===== config.mk =====
export PLATFORM = sky130hd
export DESIGN_NAME = asp_result_port
export DESIGN_NICKNAME = d
export VERILOG_FILES = /design/src/verilog/asp_pkg.sv /design/src/verilog/asp_sync.sv /design/src/verilog/asp_result_port.sv
export SDC_FILE = /design/constraint.sdc
export NUM_CORES = 1
export LEC_CHECK = 0
export BUFFER_PORTS_ARGS = -buffer_cell sky130_fd_sc_hd__buf_2
export CAP_MARGIN = 10
export CORE_ASPECT_RATIO = 0.9
export CORE_MARGIN = 8
export CORE_UTILIZATION = 60
export CTS_BUF_LIST = sky130_fd_sc_hd__clkbuf_4 sky130_fd_sc_hd__clkbuf_8
export CTS_CLUSTER_DIAMETER = 200
export CTS_CLUSTER_SIZE = 30
export DETAILED_ROUTE_END_ITERATION = 12
export PLACE_DENSITY = 0.79
export SLEW_MARGIN = 15
export SYNTH_ARGS = -nofsm -noshare
export SYNTH_HDL_FRONTEND = slang
export SYNTH_SLANG_ARGS = --single-unit

===== constraint.sdc =====
create_clock -name clock -period 2.5 [get_ports clock]
set_input_delay 0.25 -clock clock [delete_from_list [all_inputs] [get_ports clock]]
set_output_delay 0.25 -clock clock [all_outputs]
set_load 0.03 [all_outputs]

===== src/verilog/asp_pkg.sv =====
`default_nettype none
package asp_pkg;

  // Clock and timing
  localparam int unsigned CLK_PERIOD_NS = 8;
  localparam int unsigned CONV_TIME_US = 16600;
  localparam int unsigned CONV_CYCLES = CONV_TIME_US * 1000 / CLK_PERIOD_NS;
  localparam int unsigned SLOW_RATE_FACTOR = 2;
  localparam int unsigned POR_TIME_US = 500;
  localparam int unsigned POR_CYCLES = POR_TIME_US * 1000 / CLK_PERIOD_NS;
  localparam int unsigned TIMER_W = 23;

  // Result coding
  localparam int unsigned RESULT_W = 16;
  localparam int unsigned SAMPLE_W = 18;
  localparam logic [15:0] CODE_MIN = 16'h0000;
  localparam logic [15:0] CODE_MAX = 16'hFFFF;
  localparam logic signed [17:0] SAMPLE_ZERO = 18'sh00000;
  localparam logic signed [17:0] SAMPLE_TOP = 18'sh0FFFF;
  localparam logic signed [17:0] SAMPLE_MID = 18'sh08000;
  localparam logic signed [17:0] SAMPLE_NEG_MID = -18'sh08000;
  localparam logic [3:0] LAST_FALL = 4'hF;

  // Programming word: enable pair, rate select, reference power-down
  localparam int unsigned PROG_W = 4;
  localparam logic [2:0] PROG_LAST = 3'h3;
  localparam logic [1:0] PROG_ENABLE = 2'h2;
  localparam int unsigned PROG_EN_HI = 3;
  localparam int unsigned PROG_EN_LO = 2;
  localparam int unsigned PROG_RATE_BIT = 1;
  localparam int unsigned PROG_PD_BIT = 0;

  // Reset values
  localparam logic RATE_RESET = 1'b0;
  localparam logic PD_RESET = 1'b0;
  localparam logic REF_ON_RESET = 1'b1;
  localparam logic [2:0] PIN_RESET = 3'h4;

  typedef enum logic [3:0] {
    ST_POR = 4'h1,
    ST_CONV = 4'h2,
    ST_NAP = 4'h4,
    ST_DATA = 4'h8
  } asp_state_t;

endpackage
`default_nettype wire


===== src/verilog/asp_sync.sv =====
`timescale 1ns/100ps
`default_nettype none
module asp_sync #(
  parameter int unsigned WIDTH = 3,
  parameter logic [WIDTH-1:0] RESET_VAL = '0
) (
  input wire logic clock,
  input wire logic rst_b,
  input wire logic [WIDTH-1:0] async_in,
  output logic [WIDTH-1:0] sync_out
);

  genvar gi;
  generate
    for (gi = 0; gi < WIDTH; gi++)
    begin : g_bit
      logic meta_ff;
      logic stable_ff;
      always_ff @(posedge clock or negedge rst_b)
      begin
        if (!rst_b)
        begin
          meta_ff <= RESET_VAL[gi];
          stable_ff <= RESET_VAL[gi];
        end
        else
        begin
          meta_ff <= async_in[gi];
          stable_ff <= meta_ff;
        end
      end
      assign sync_out[gi] = stable_ff;
    end
  endgenerate

endmodule // asp_sync
`default_nettype wire


===== src/verilog/asp_result_port.sv =====
`timescale 1ns/100ps
`default_nettype none
// Behaviour
// Each result is a 16-bit straight binary code shifted out on sck.
// Single-ended: below zero gives 0, above reference gives 65535.
// Differential: clamp to 65535 at or above ref, 0 at or below -ref.
// Differential code is offset binary, midscale 32768 at zero input.
// MSB first; differential MSB is 1 when input is non-negative.
// MSB appears on the data output as soon as chip select falls with sck low.
// Each falling sck edge advances the output to the next bit.
// Host holds chip select low and latches bits on rising sck.
// Programming word is 4 bits: two enables, rate, ref power-down.
// First enable bit is taken on first rising sck after conversion.
// Rate and power-down bits accepted only when enables are 1 then 0.
// Single-ended rate 0 gives 60Hz no calibration; 1 gives 30Hz with.
// Data input tied low or high selects rate 0 or 1 without transfer.
// Differential always runs 60Hz with calibration, ignoring rate.
// Power-down select turns reference off after next conversion.
// Host waits about 12ms after waking reference or drops first result.
// Data input tied high disables the reference power-down mode.
// With sck high and select low, output shows busy high, done low.
// Conversions take a fixed time, 16.6ms typical, 23ms at most; single-ended rate 1 here takes twice that, 33.2ms.
// After the sixteenth bit, select high or sck low starts a conversion.
// Select rising during data output aborts and starts a conversion.
// Serial clock may idle high or low between transfers.
// After conversion wait until select is low, then enter data state.
// Data input bits are sampled on rising sck in the data state.
// Power-up reset of about 0.5ms clears registers, then converts.
// Mismatched enable bits leave rate and power-down settings unchanged.
// Data output is high impedance whenever chip select is high.
module asp_result_port #(
  parameter bit DIFFERENTIAL = 1'b0,
  parameter int unsigned CONV_CYCLES = asp_pkg::CONV_CYCLES,
  parameter int unsigned POR_CYCLES = asp_pkg::POR_CYCLES
) (
  input wire logic clock,
  input wire logic rst_b,
  input wire logic cs_b,
  input wire logic sck,
  input wire logic sdi,
  input wire logic signed [asp_pkg::SAMPLE_W-1:0] conv_sample,
  output logic sdo_out,
  output logic sdo_oe_b,
  output logic [asp_pkg::RESULT_W-1:0] result_word,
  output logic conv_active,
  output logic conv_start,
  output logic conv_done,
  output logic reference_output_on,
  output logic rate_select,
  output logic ref_powerdown_select,
  output logic bg_cal_enable
);

  localparam logic [asp_pkg::TIMER_W-1:0] POR_LAST =
    asp_pkg::TIMER_W'(POR_CYCLES - 1);
  localparam logic [asp_pkg::TIMER_W-1:0] CONV_LAST_FAST =
    asp_pkg::TIMER_W'(CONV_CYCLES - 1);
  localparam logic [asp_pkg::TIMER_W-1:0] CONV_LAST_SLOW =
    asp_pkg::TIMER_W'(CONV_CYCLES * asp_pkg::SLOW_RATE_FACTOR - 1);

  asp_pkg::asp_state_t state_ff;
  logic [asp_pkg::TIMER_W-1:0] timer_ff;
  logic [2:0] pins_sync;
  logic cs_s;
  logic sck_s;
  logic sdi_s;
  logic cs_q_ff;
  logic sck_q_ff;
  logic sdi_q_ff;
  logic cs_rise;
  logic sck_rise;
  logic sck_fall;
  logic [asp_pkg::RESULT_W-1:0] result_ff;
  logic [asp_pkg::RESULT_W-1:0] shift_ff;
  logic [3:0] fall_cnt_ff;
  logic hold_first_ff;
  logic [2:0] prog_ff;
  logic [2:0] in_cnt_ff;
  logic [asp_pkg::PROG_W-1:0] prog_word;
  logic rate_ff;
  logic pd_ff;
  logic sdi_toggled_ff;
  logic ref_on_ff;
  logic sdo_ff;
  logic oe_b_ff;
  logic start_ff;
  logic done_ff;
  logic nxt_sdo;
  logic in_data;
  logic enter_data;
  logic last_fall;
  logic timer_done;
  logic conv_finish;
  logic tied;
  logic rate_eff;
  logic pd_eff;

  asp_sync #(
    .WIDTH(3),
    .RESET_VAL(asp_pkg::PIN_RESET)
  ) u_pin_sync (
    .clock(clock),
    .rst_b(rst_b),
    .async_in({cs_b, sck, sdi}),
    .sync_out(pins_sync)
  );

  assign cs_s = pins_sync[2];
  assign sck_s = pins_sync[1];
  assign sdi_s = pins_sync[0];

  // Edge detection runs on the synchronised copies only
  always_ff @(posedge clock or negedge rst_b)
  begin
    if (!rst_b)
    begin
      cs_q_ff <= asp_pkg::PIN_RESET[2];
      sck_q_ff <= asp_pkg::PIN_RESET[1];
      sdi_q_ff <= asp_pkg::PIN_RESET[0];
    end
    else
    begin
      cs_q_ff <= cs_s;
      sck_q_ff <= sck_s;
      sdi_q_ff <= sdi_s;
    end
  end

  assign cs_rise = cs_s && !cs_q_ff;
  assign sck_rise = sck_s && !sck_q_ff;
  assign sck_fall = !sck_s && sck_q_ff;

  function automatic logic [15:0] asp_code(
    input logic signed [17:0] s
  );
    logic signed [17:0] t;
    t = s + asp_pkg::SAMPLE_MID;
    if (DIFFERENTIAL)
    begin
      if (s >= asp_pkg::SAMPLE_MID)
        return asp_pkg::CODE_MAX;
      else if (s <= asp_pkg::SAMPLE_NEG_MID)
        return asp_pkg::CODE_MIN;
      else
        return t[15:0];
    end
    else
    begin
      if (s < asp_pkg::SAMPLE_ZERO)
        return asp_pkg::CODE_MIN;
      else if (s > asp_pkg::SAMPLE_TOP)
        return asp_pkg::CODE_MAX;
      else
        return s[15:0];
    end
  endfunction

  // Tied data input is inferred from never having seen it toggle
  assign tied = !sdi_toggled_ff;
  assign rate_eff = DIFFERENTIAL ? 1'b0 : (tied ? sdi_s : rate_ff);
  assign pd_eff = tied ? 1'b0 : pd_ff;

  assign in_data = (state_ff == asp_pkg::ST_DATA);
  assign enter_data = (state_ff == asp_pkg::ST_NAP) && !cs_s;
  assign last_fall = in_data && sck_fall && !hold_first_ff &&
    (fall_cnt_ff == asp_pkg::LAST_FALL);
  assign conv_finish = (state_ff == asp_pkg::ST_CONV) && timer_done;
  assign prog_word = {prog_ff, sdi_s};

  always_comb
  begin
    timer_done = 1'b0;
    if (state_ff == asp_pkg::ST_POR)
      timer_done = (timer_ff == POR_LAST);
    else if (state_ff == asp_pkg::ST_CONV)
      timer_done = (timer_ff == (rate_eff ? CONV_LAST_SLOW : CONV_LAST_FAST));
  end

  always_ff @(posedge clock or negedge rst_b)
  begin
    if (!rst_b)
      state_ff <= asp_pkg::ST_POR;
    else
    begin
      case (state_ff)
        asp_pkg::ST_POR: if (timer_done) state_ff <= asp_pkg::ST_CONV;
        asp_pkg::ST_CONV: if (timer_done) state_ff <= asp_pkg::ST_NAP;
        asp_pkg::ST_NAP: if (!cs_s) state_ff <= asp_pkg::ST_DATA;
        asp_pkg::ST_DATA:
          if (cs_rise || last_fall) state_ff <= asp_pkg::ST_CONV;
        default: state_ff <= asp_pkg::ST_POR;
      endcase
    end
  end

  always_ff @(posedge clock or negedge rst_b)
  begin
    if (!rst_b)
      timer_ff <= '0;
    else if (timer_done || in_data || state_ff == asp_pkg::ST_NAP)
      timer_ff <= '0;
    else
      timer_ff <= timer_ff + 1'b1;
  end

  // Result is frozen at the end of each conversion
  always_ff @(posedge clock or negedge rst_b)
  begin
    if (!rst_b)
      result_ff <= asp_pkg::CODE_MIN;
    else if (conv_finish)
      result_ff <= asp_code(conv_sample);
  end

  // Output shifter; with sck high on entry the first fall only exposes MSB
  always_ff @(posedge clock or negedge rst_b)
  begin
    if (!rst_b)
    begin
      shift_ff <= '0;
      fall_cnt_ff <= '0;
      hold_first_ff <= 1'b0;
    end
    else if (enter_data)
    begin
      shift_ff <= result_ff;
      fall_cnt_ff <= '0;
      hold_first_ff <= sck_s;
    end
    else if (in_data && sck_fall)
    begin
      if (hold_first_ff)
        hold_first_ff <= 1'b0;
      else
      begin
        shift_ff <= {shift_ff[asp_pkg::RESULT_W-2:0], 1'b0};
        fall_cnt_ff <= fall_cnt_ff + 1'b1;
      end
    end
  end

  // Programming word capture; applied on the fourth rising edge
  always_ff @(posedge clock or negedge rst_b)
  begin
    if (!rst_b)
    begin
      prog_ff <= '0;
      in_cnt_ff <= '0;
      rate_ff <= asp_pkg::RATE_RESET;
      pd_ff <= asp_pkg::PD_RESET;
    end
    else if (enter_data)
    begin
      prog_ff <= '0;
      in_cnt_ff <= '0;
    end
    else if (in_data && sck_rise && in_cnt_ff <= asp_pkg::PROG_LAST)
    begin
      prog_ff <= prog_word[2:0];
      in_cnt_ff <= in_cnt_ff + 1'b1;
      if (in_cnt_ff == asp_pkg::PROG_LAST &&
          prog_word[asp_pkg::PROG_EN_HI:asp_pkg::PROG_EN_LO] ==
          asp_pkg::PROG_ENABLE)
      begin
        rate_ff <= prog_word[asp_pkg::PROG_RATE_BIT];
        pd_ff <= prog_word[asp_pkg::PROG_PD_BIT];
      end
    end
  end

  always_ff @(posedge clock or negedge rst_b)
  begin
    if (!rst_b)
      sdi_toggled_ff <= 1'b0;
    else if (state_ff != asp_pkg::ST_POR && sdi_s != sdi_q_ff)
      sdi_toggled_ff <= 1'b1;
  end

  // Select low wakes the reference even if a conversion ends then
  always_ff @(posedge clock or negedge rst_b)
  begin
    if (!rst_b)
      ref_on_ff <= asp_pkg::REF_ON_RESET;
    else if (!cs_s)
      ref_on_ff <= 1'b1;
    else if (conv_finish && pd_eff)
      ref_on_ff <= 1'b0;
  end

  always_comb
  begin
    nxt_sdo = 1'b0;
    case (state_ff)
      asp_pkg::ST_POR, asp_pkg::ST_CONV: nxt_sdo = 1'b1;
      asp_pkg::ST_DATA: nxt_sdo = hold_first_ff ? 1'b0 : shift_ff[15];
      default: nxt_sdo = 1'b0;
    endcase
  end

  always_ff @(posedge clock or negedge rst_b)
  begin
    if (!rst_b)
    begin
      sdo_ff <= 1'b0;
      oe_b_ff <= 1'b1;
    end
    else
    begin
      sdo_ff <= enter_data ? result_ff[15] && !sck_s : nxt_sdo;
      oe_b_ff <= cs_s;
    end
  end

  always_ff @(posedge clock or negedge rst_b)
  begin
    if (!rst_b)
    begin
      start_ff <= 1'b0;
      done_ff <= 1'b0;
    end
    else
    begin
      start_ff <= (in_data && (cs_rise || last_fall)) ||
        (state_ff == asp_pkg::ST_POR && timer_done);
      done_ff <= conv_finish;
    end
  end

  assign sdo_out = sdo_ff;
  assign sdo_oe_b = oe_b_ff;
  assign result_word = result_ff;
  assign conv_active = (state_ff == asp_pkg::ST_CONV);
  assign conv_start = start_ff;
  assign conv_done = done_ff;
  assign reference_output_on = ref_on_ff;
  assign rate_select = rate_ff;
  assign ref_powerdown_select = pd_ff;
  assign bg_cal_enable = DIFFERENTIAL ? 1'b1 : rate_eff;
endmodule // asp_result_port
`default_nettype wire


# Word level (Yosys, flattened, before mapping)
# Cells that the tools add are included.
# word_totals
wordCells	109
ram_bits	0
memories	0
mem_bits_ro	0
reg_bits	86
latch_bits	0
# classes
n_mul	0
addsub	3
shifts	0
n_eq_ne	17
reduce_logical	31
n_bitwise	1
n_mux	30
order_cmp	3
div	0
# op_table
operator	n
$mux 16	5
$mux 4	7
$add 23x1->23 const B	1
$eq 23x16->1 const B	1
$eq 23x22->1	1
$mux 23	1
$mux 22	1
$gt 18x17->1 const B	1
$lt 18x1->1 const B	1
$logic_and 1x1->1	16
$pmux 4 s4	1
$mux 3	4
$mux 1	10
$eq 4x4->1 const B	2
$ne 2x1->1 const B	3
$ne 2x2->1 const B	3
$logic_not 1->1	5
$add 4x1->4 const B	1
$eq 4x1->1 const B	1
$eq 4x2->1 const B	1
$eq 4x3->1 const B	1
$logic_or 1x1->1	4
$ne 4x1->1 const B	1
$reduce_and 4->1	1
11 further kinds	12

# Depth between registers and ports, before layout
# Gate-level depths: netlist of run 1.
# depth
depth_word	9
mapped_depth	8

# By module
# From an unflattened synthesis of run 1, not the netlist that was laid out.
# unflattened
cells_unflattened	387
hier_area_um2	4078.9
# modules_own_cells
module	seq_area_each_um2	cells_per_inst	n_inst	area_each_um2
asp_result_port	2005.7	378	1	3903.7
asp_sync	152.6	9	1	175.2

# Worst setup path before layout of run 1
# Ideal clock, no wire load.
# synth_path
kind	register -> register
start	reg state_ff[3]
end	reg result_ff (netlist bit result_word[10])
path_stages_with_launch	8
synth_period_minus_slack_ns	2.813
path_slack_ns	-0.313
arrival_time_ns	2.694
n_path_buf	2
cell_sequence	dfrtp_1 nor4b_1 nand4_1 a2111o_1 buf_6 buf_4 nand2_1 o21ai_2
# synth_between
elab_chain_cells	4
elab_cells_between_ends	5
cone_classes	2 x eq/ne; 2 x mux; 1 x reduce/logical
# synth_lines
item	line	source
start: declaration	asp_result_port.sv:61	asp_pkg::asp_state_t state_ff;
start signal: assignment	asp_result_port.sv:182	state_ff <= asp_pkg::ST_POR;
start signal: assignment	asp_result_port.sv:186	asp_pkg::ST_POR: if (timer_done) state_ff <= asp_pkg::ST_CONV;
start signal: assignment	asp_result_port.sv:187	asp_pkg::ST_CONV: if (timer_done) state_ff <= asp_pkg::ST_NAP;
$eq 4x2->1 *	n/a	
via conv_active	asp_result_port.sv:45	output logic conv_active,
$mux 1	asp_result_port.sv:175	else if (state_ff == asp_pkg::ST_CONV)
$mux 1	asp_result_port.sv:173	if (state_ff == asp_pkg::ST_POR)
$logic_and 1x1->1 *	asp_result_port.sv:167	assign conv_finish = (state_ff == asp_pkg::ST_CONV) && timer_done;
end signal: assignment	asp_result_port.sv:210	result_ff <= asp_pkg::CODE_MIN;
end signal: assignment	asp_result_port.sv:212	result_ff <= asp_code(conv_sample);
end: declaration	asp_result_port.sv:73	logic [asp_pkg::RESULT_W-1:0] result_ff;
# The timed path passes the listed nets; every way through them passes the cells marked *.
# A chain may end at the register's enable or synchronous reset.

# Final worst setup path of run 1
# layout_path
start	reg timer_ff[11] (netlist name)
end	reg result_ff (netlist bit result_word[11])
# layout_between
elab_chain_cells	4
elab_cells_between_ends	5
cone_classes	2 x eq/ne; 2 x mux; 1 x reduce/logical
# layout_lines
item	line	source
start: declaration	asp_result_port.sv:62	logic [asp_pkg::TIMER_W-1:0] timer_ff;
start signal: assignment	asp_result_port.sv:203	timer_ff <= timer_ff + 1'b1;
$eq 23x22->1	asp_result_port.sv:176	timer_done = (timer_ff == (rate_eff ? CONV_LAST_SLOW : CONV_LAST_FAST));
$mux 1	asp_result_port.sv:175	
$mux 1 *	asp_result_port.sv:173	
$logic_and 1x1->1 *	asp_result_port.sv:167	
# Mark *: on every way between the ends. The rest lies on a longest branch, timed or not.

==> impl_metrics.yaml, run 1 <==
worst_hold_path:
  min_path_type: "in -> reg"
  whs_endpoint: "result_word[9]"
  min_path_cells: 3
  hp-start: "conv_sample[9]"
clock_tree:
  clk_latency_ns: 0.35
  cts_tree: "built"
  cts_sinks: 86
  clk_path_buf_depth: 2
  cts_root_buf: "clkbuf_8"
  cts_buffers: 9
  clk_pin_slew_ns: 0.08
  cts.htree.levels: 3
timing:
  finalSetupViolCount: 0
  period_minus_slack_ns: 2.355
  relSlewSlack: 0.3678
  max_clock_freq_ghz: 0.4246
  tns_ns: 0
  finClkSkew_ns: 0.01170
  rsz0062_at_grt: "false"
  fin_crit_sh: 0.9421
  worst_slew_pin_slew_ns: 0.9448
  fin_ws_ns: 0.1447
  timing.final.hold_violations: 0
  slew_violations: 0
critical_path:
  crit_path_max_fanout: 33
  critical_path_required_ns: 2.73
  slowest_stage: "a2111o_1"
  r2r_start: "timer_ff[11]"
  cp_top_family: "simple AND/OR/NAND/NOR gates"
  critPathArrivalTime_ns: 2.59
  cp_slowest_stage_delay_ns: 0.53
  timing.rr.end: "result_word[11]"
  start_kind: "register"
  end_kind: "register"
  critPathBufInv: 1
  reg2reg_slack_ns: 0.14
  critical_path_class: "reg -> reg"
  path_cells: "or3_1 -> or4_1 -> a2111o_1 -> buf_6 -> nand2_1 -> o21ai_2"
  rr_worst_depth: 6
floorplanning:
  rows: 28
  ios: 48
  core_mm2: 0.006446
  start_util: 0.6077
  die_width_um: 101.2
  die_height_um: 92.66
  dieArea_mm2: 0.009374
final_layout:
  finish.utilization: 0.7073
  drive_gt1_frac: 0.2222
  antenna_cells: 0
  area_delta_synth_final_pct: 16.38
  fin_nets: 472
  finalInstanceArea_mm2: 0.004559
grt:
  first_global_vias: 3041
  gr-total-overflow: 0
  grt_pass1_wl_um: 13780
  grt_max_degree: 47
  antenna_found_initial: 0
  grt_util_all_layers: 0.1830
run_status:
  outcome: "finished clean"
routing:
  dr.pass1.iters: 4
  routed-wl-met2_um: 3965
  routed_wl_um: 8004
  drt_iter0_drc: 153
  drt-met1-wl_um: 3602
  highest_layer: "met4"
  vias: 2999
  wl_per_cell_um: 14.82
  dr_wl_met3_um: 344
  drt-vias-per-instance: 5.554
  drc_errors: 0
  antenna_left: 0
yosys:
  synth-simple-area-share: 0.2015
  ys_seq_elements: 86
  ys_warn_count: 0
  synth_top_family_by_area: "simple AND/OR/NAND/NOR gates"
  synth.avg_cell_area_um2: 10.18
  synth_cell_types: 42
  synth_fp_nets: 412
  synth-adder-area-share: 0.01278
  synth_area_mm2: 0.003918
  synth_cells: 385
  synthFlopType: "dfrtp_1"
  synthMuxAreaShare: 0.008304
  synth_xor_area_frac: 0.05589
  synth-async-reset-ratio: 1.000
  synth_compound_area_frac: 0.1297
  synth_edf_count: 0
  ys_seq_area_frac: 0.5509
pwr:
  power.internal_w: 0.002019
  seq_power_share: 0.552
  power_switching_w: 0.0005254
  p_comb_frac: 0.033
  clock_power_share: 0.415
  vdd_drop_max_uv: 461.2
  p_leak_nw: 2.164
  post-layout-total-power_w: 0.002544
  power.share.switching: 0.2065
  powerDensity_mw_per_mm2: 558.1
place:
  placed_area_mm2: 0.004293
  io_buffers: 47
  preCtsSetupSlack_ns: 0.1118
  hpwl_um: 5697
  place_congestion: 0.8392
flow_run:
  drv_cap: 0
## per-layer routing
metal,GRT usage,vias up
li1,-,1458
met1,0.2307,1459
met2,0.3018,71
met3,0.05022,11
met4,0.05081,0
met5,0,-
## cells by family after synthesis
| logic type | after synthesis |
|---|---|
| and+or+nand+nor | 165 |
| DFF | 86 |
| AOI/OAI and AO/OA | 73 |
| buffers and inverters | 29 |
| xor gates and xnor gates | 25 |
| adders and majority gates | 4 |
| muxes | 3 |
## Yosys cell counts (all sizes together), types with 5 or more instances
master | count | share of area
a22oi | 14 | 0.027
buf | 9 | 0.022
clkbuf | 9 | 0.0086
dfrtp | 81 | 0.52
dfstp | 5 | 0.034
inv | 11 | 0.011
nand2 | 65 | 0.062
nand3 | 20 | 0.029
nand4 | 10 | 0.016
nor2 | 37 | 0.035
nor4 | 7 | 0.011
o21ai | 30 | 0.048
o21bai | 17 | 0.033
xnor2 | 7 | 0.016
xor2 | 18 | 0.040
## metrics by stage
stage	hold WS [ns]	cells
final	0.1743	540
after global routing	0.1603	540
after CTS	0.1586	540
after detailed placement	0.2926	520
after global placement	0.2839	520
after floorplan	-0.04559	385
## worst min-delay path, delay by kind of cell
family	cells	cell delay [ns]
compound gates	2	0.17
buf+inv	1	0.07
## cells in the final DEF (no fill, tap or decap), drive strengths merged, types with 4 or more instances in the layout
cell / Yosys / final
a21oi: 4 / 4
a22oi: 14 / 14
and3: 4 / 4
buf: 9 / 63
clkbuf: 9 / 11
dfrtp: 81 / 81
dfstp: 5 / 5
dlygate4sd3: 0 / 4
ha: 4 / 4
inv: 11 / 11
nand2: 65 / 65
nand3: 20 / 20
nand4: 10 / 10
nor2: 37 / 37
nor3: 4 / 4
nor4: 7 / 7
o21ai: 30 / 30
o21bai: 17 / 17
xnor2: 7 / 7
xor2: 18 / 18
## power by group through the flow
stage	sequential, W	combinational, W	clock (W)
finish	0.00141	0.0000837	0.00106
global placement	0.00143	0.0000798	0
global route	0.00141	0.0000950	0.00113
floorplan	0.00143	0.0000253	0
detailed placement	0.00143	0.0000816	0
CTS	0.00141	0.0000863	0.00108
## cell type report
| type | instances | area, um^2 |
|---|---|---|
| Clock buffer | 11 | 138.9 |
| Clock inverter | 5 | 83.83 |
| Fill cell | 485 | 1887 |
| Inverter | 11 | 41.29 |
| Multi-Input combinational cell | 270 | 1610 |
| Sequential cell | 86 | 2158 |
| Tap cell | 90 | 112.6 |
| Timing Repair Buffer | 67 | 414.1 |
## flip-flops by register name, indices dropped and copies added (netlist names), 3 cells and up
signal,cells
u_pin_sync.g_bit.meta_ff,3
result_word,16
u_pin_sync.g_bit.stable_ff,3
prog_ff,3
shift_ff,16
in_cnt_ff,3
timer_ff,23
fall_cnt_ff,4
state_ff,4
## worst max path at each step
stage	start	endpoint	slack [ns]	cells past startpoint
final	timer_ff[11]	result_word[11]	0.14	6
after global routing	timer_ff[11]	result_word[12]	0.07	6
after CTS	timer_ff[11]	result_word[5]	0.09	6
after detailed placement	timer_ff[11]	result_word[5]	0.11	6
after global placement	timer_ff[11]	result_word[8]	0.16	6
after floorplan	timer_ff[8]	result_word[10]	0.23	8
## what timing repair did
action                                 in CTS  in global routing
resized for setup                           0                  1
setup endpoints to repair                   0                  2
setup buffers                               0                  0
endpoints found under the hold margin      45                  0
hold buffers                                4                  0
Note: power is estimated with default switching activity, not from simulation.
==> run 2: changes to the inputs <==
--- a/config.mk
+++ b/config.mk
@@ -14,7 +14,7 @@
 export CTS_CLUSTER_DIAMETER = 200
 export CTS_CLUSTER_SIZE = 30
 export DETAILED_ROUTE_END_ITERATION = 12
-export PLACE_DENSITY = 0.79
+export PLACE_DENSITY = 0.8
 export SLEW_MARGIN = 15
 export SYNTH_ARGS = -nofsm -noshare
 export SYNTH_HDL_FRONTEND = slang
==> impl_metrics.yaml, run 2 (synthesis results as in run 1) <==
run_status:
  outcome: "finished clean"
grt:
  antenna_found_initial: 0
  gr-total-overflow: 0
  first_global_vias: 3185
  grt_pass1_wl_um: 14840
  grt_util_all_layers: 0.1991
  grt_max_degree: 48
routing:
  vias: 3044
  antenna_left: 0
  wl_per_cell_um: 15.65
  dr.pass1.iters: 4
  drt_iter0_drc: 110
  routed_wl_um: 8469
  drc_errors: 0
  drt-vias-per-instance: 5.627
critical_path:
  crit_end: "reference_output_on"
  end_kind: "register"
  rr_worst_depth: 6
  critPathLaunch: "timer_ff[11]"
  reg2reg_slack_ns: 0.20
  crit_path_max_fanout: 35
  start_kind: "register"
  critPathArrivalTime_ns: 2.58
  timing.rr.end: "reference_output_on"
  r2r_start: "timer_ff[11]"
  critical_path_class: "reg -> reg"
  critical_path_required_ns: 2.78
final_layout:
  final_common_cell: "dfrtp_1"
  layout_common_cells: "dfrtp_1, nand2_1, buf_2"
  fin_nets: 473
  largest_reg_flops: 23
  antenna_cells: 0
  finalInstanceArea_mm2: 0.004528
  area_delta_synth_final_pct: 15.59
  drive_gt1_frac: 0.2239
  largest_register: "timer_ff"
flow_run:
  drv_cap: 0
clock_tree:
  cts_sinks: 86
  ctsHoldBuffers: 4
  postCtsSetupBuffers: 0
  cts.htree.levels: 3
  cts_resized: 0
  clk_path_buf_depth: 2
  cts_buffers: 9
  cts_tree: "built"
  clk_pin_slew_ns: 0.08
  cts_root_buf: "clkbuf_8"
  clk_latency_ns: 0.35
timing:
  finClkSkew_ns: 0.008318
  slew_violations: 0
  relSlewSlack: 0.3360
  tns_ns: 0
  finalSetupViolCount: 0
  worst_slew_pin_slew_ns: 0.9923
  max_clock_freq_ghz: 0.4347
  fin_crit_sh: 0.9201
  rsz0062_at_grt: "false"
  timing.final.hold_violations: 0
  period_minus_slack_ns: 2.300
pwr:
  vdd_drop_max_uv: 382.3
  p_leak_nw: 2.155
  powerDensity_mw_per_mm2: 528.6
place:
  hpwl_um: 6021
  place_congestion: 0.9277
  io_buffers: 47
  placed_area_mm2: 0.004300
floorplanning:
  core_mm2: 0.006446
  dieArea_mm2: 0.009374
  start_util: 0.6077
  rows: 28
  die_height_um: 92.66
  ios: 48
  die_width_um: 101.2
worst_hold_path:
  min_path_type: "in -> reg"
  min_path_cells: 3
-- run 2: changes by cell type in the layout (fill, tap and decap cells not counted) --
| cell | delta |
|---|---|
| clkbuf_8 | +2 |
| bufinv_16 | -2 |
| clkinv_4 | -1 |
| clkbuf_4 | -1 |
| clkinv_2 | +1 |
| buf_4 | +2 |
| buf_6 | -1 |
| inv_6 | +1 |
-- run 2: per-layer routing --
layer	up-vias	track usage	wire length (um)
met2	95	0.3193	4052
met4	0	0.06691	112
li1	1460	-	-
met3	13	0.06147	480
met5	-	0	0
met1	1476	0.2499	3823
-- run 2: critical path: stages (launching register included) --
cell      delay (ns)
dfrtp_1         0.38
or3_1           0.38
or4_1           0.51
a2111o_1        0.52
buf_12          0.21
o21ai_0         0.17
nand2_1         0.07
-- run 2: report_power, final --
| part | switching (W) | total [W] | internal [W] |
|---|---|---|---|
| Combinational | 0.0000519 | 0.0000838 | 0.0000319 |
| Clock | 0.000476 | 0.000905 | 0.000428 |
| Sequential | 0.00000605 | 0.00141 | 0.00140 |
| Total | 0.000534 | 0.00239 | 0.00186 |
-- run 2: per-stage QoR --
stage / std cells / utilization / power, W / worst slack [ns] / hold WS, ns
global route: 541 / 0.7024 / 0.002499 / 0.1081 / 0.1644
floorplan: 385 / - / 0.001458 / 0.2289 / -0.04559
global placement: 521 / 0.6671 / 0.001511 / 0.2459 / 0.2912
finish: 541 / 0.7024 / 0.002394 / 0.1998 / 0.1739
CTS: 541 / 0.7024 / 0.002422 / 0.1861 / 0.1568
detailed placement: 521 / 0.6671 / 0.001514 / 0.2088 / 0.2979
-- run 2: final cells by class --
| type | count | area, um^2 |
|---|---|---|
| multi-input combinational | 270 | 1610 |
| timing repair buffer | 68 | 417.9 |
| clock buffer | 12 | 158.9 |
| fill | 521 | 1918 |
| tap | 90 | 112.6 |
| clock inverter | 4 | 28.78 |
| sequential | 86 | 2158 |
| inverter | 11 | 41.29 |
-- run 2: how the worst min path moves through the flow --
stage,from,to,slack [ns]
2_1_floorplan,rst_b,conv_done,-0.05
3_3_place_gp,rst_b,u_pin_sync.g_bit[0].meta_ff,0.29
3_5_place_dp,rst_b,u_pin_sync.g_bit[0].meta_ff,0.30
4_1_cts,conv_sample[7],result_word[7],0.16
5_1_grt,conv_sample[9],result_word[9],0.16
6_report,conv_sample[14],result_word[14],0.17
==> run 3: changes to the inputs <==
==> constraint.sdc (replaced) <==
create_clock -name clock -period 2.5 [get_ports clock]
set_input_delay 0.125 -clock clock [delete_from_list [all_inputs] [get_ports clock]]
set_output_delay 0.125 -clock clock [all_outputs]
set_load 0.03 [all_outputs]
==> impl_metrics.yaml, run 3 (synthesis results as in run 1) <==
timing:
  max_clock_freq_ghz: 0.4222
  period_minus_slack_ns: 2.369
  rsz0062_at_grt: "false"
  slew_violations: 0
  timing.final.hold_violations: 0
  finalSetupViolCount: 0
  relSlewSlack: 0.3153
  finClkSkew_ns: 0.01458
  whs_ns: 0.03613
  worst_slew_pin_slew_ns: 1.027
  fin_crit_sh: 0.9474
  tns_ns: 0
place:
  hpwl_um: 5779
  io_buffers: 47
  place_congestion: 0.9171
clock_tree:
  cts_buffers: 9
  cts.htree.levels: 3
  cts_tree: "built"
  postCtsSetupBuffers: 0
  cts_root_buf: "clkbuf_8"
  clk_pin_slew_ns: 0.09
  clk_path_buf_depth: 2
  clk_latency_ns: 0.36
  cts_sinks: 86
critical_path:
  end_kind: "register"
  crit_path_max_fanout: 35
  start_kind: "register"
  slowest_stage: "a2111o_1"
  path_cells: "or3_1 -> or4_1 -> a2111o_1 -> buf_12 -> o21ai_0 -> nand2_1"
  cp_slowest_stage_delay_ns: 0.52
  critical_path_class: "reg -> reg"
  critPathBufInv: 1
  critical_path_required_ns: 2.79
  cp_top_family: "simple AND/OR/NAND/NOR gates"
  critPathArrivalTime_ns: 2.66
final_layout:
  layout_common_cells: "dfrtp_1, nand2_1, buf_2"
  area_delta_synth_final_pct: 15.78
  fin_nets: 471
  largest_reg_flops: 23
  final_common_cell: "dfrtp_1"
  antenna_cells: 0
  largest_register: "timer_ff"
  drive_gt1_frac: 0.2205
floorplanning:
  dieArea_mm2: 0.009374
  start_util: 0.6077
  core_mm2: 0.006446
  die_height_um: 92.66
  rows: 28
  ios: 48
  die_width_um: 101.2
grt:
  gr-total-overflow: 0
  first_global_vias: 2984
  grt_util_all_layers: 0.1913
  grt_max_degree: 87
  grt_pass1_wl_um: 14280
  antenna_found_initial: 0
routing:
  drt-vias-per-instance: 5.523
  drc_errors: 0
  routed_wl_um: 8090
  vias: 2977
  drt_iter0_drc: 152
  dr.pass1.iters: 4
  wl_per_cell_um: 15.01
  antenna_left: 0
flow_run:
  drv_cap: 0
pwr:
  powerDensity_mw_per_mm2: 549.9
  vdd_drop_max_uv: 373.8
  p_leak_nw: 2.157
run_status:
  outcome: "finished clean"
worst_hold_path:
  min_path_type: "in -> reg"
[run 3: final timing paths]
path | from | cells past startpoint | to | slack (ns)
min in group asynchronous | rst_b | 2 | ref_powerdown_select | 0.46
worst min-delay path | conv_sample[6] | 3 | result_word[6] | 0.04
max in group asynchronous | rst_b | 2 | fall_cnt_ff[3] | 1.35
worst min register to register | u_pin_sync.g_bit[2].meta_ff | 0 | u_pin_sync.g_bit[2].stable_ff | 0.36
worst max-delay path | timer_ff[11] | 6 | reference_output_on | 0.13
worst max register to register | timer_ff[11] | 6 | reference_output_on | 0.13
[run 3: worst min-delay path, cell delays in order]
cell	delay [ns]
buf_2	0.08
o21bai_1	0.07
o21ai_2	0.10
[run 3: final cells by class]
cell class | count | area (um^2)
Sequential cell | 86 | 2158
Tap cell | 90 | 112.6
Multi-Input combinational cell | 270 | 1610
Fill cell | 510 | 1911
Clock inverter | 6 | 72.57
Timing Repair Buffer | 66 | 402.9
Inverter | 11 | 41.29
Clock buffer | 10 | 137.6
[run 3: metal layers]
metal | part of all wire | wire length (um) | up-vias | global-route usage
li1 | - | - | 1461 | -
met1 | 0.45 | 3623 | 1437 | 0.2439
met2 | 0.48 | 3909 | 72 | 0.2996
met4 | 0.0084 | 68 | 0 | 0.06444
met3 | 0.060 | 489 | 7 | 0.06297
met5 | 0 | 0 | - | 0
[run 3: repair_timing]
| item | in CTS | in global routing |
|---|---|---|
| endpoints found under the hold margin | 84 | 0 |
| gates resized for setup | 0 | 0 |
| endpoints found under the setup margin | 0 | 0 |
| hold buffers | 4 | 0 |
[run 3: through the flow]
stage / total power [W] / cell area [um^2] / worst slack, ns / utilization / cells
floorplan: 0.001458 / 3924 / 0.2289 / - / 385
global placement: 0.001508 / 4285 / 0.2402 / 0.6648 / 519
detailed placement: 0.001510 / 4285 / 0.1623 / 0.6648 / 519
CTS: 0.002521 / 4536 / 0.1349 / 0.7036 / 539
global route: 0.002607 / 4536 / 0.001537 / 0.7036 / 539
finish: 0.002494 / 4536 / 0.1315 / 0.7036 / 539
[run 3: where the power goes]
part           internal (W)  leakage (nW)  switching (W)  total (W)
clock              0.000503         0.104       0.000506    0.00101
sequential          0.00140          1.07     0.00000654    0.00141
combinational     0.0000298         0.985      0.0000499  0.0000797
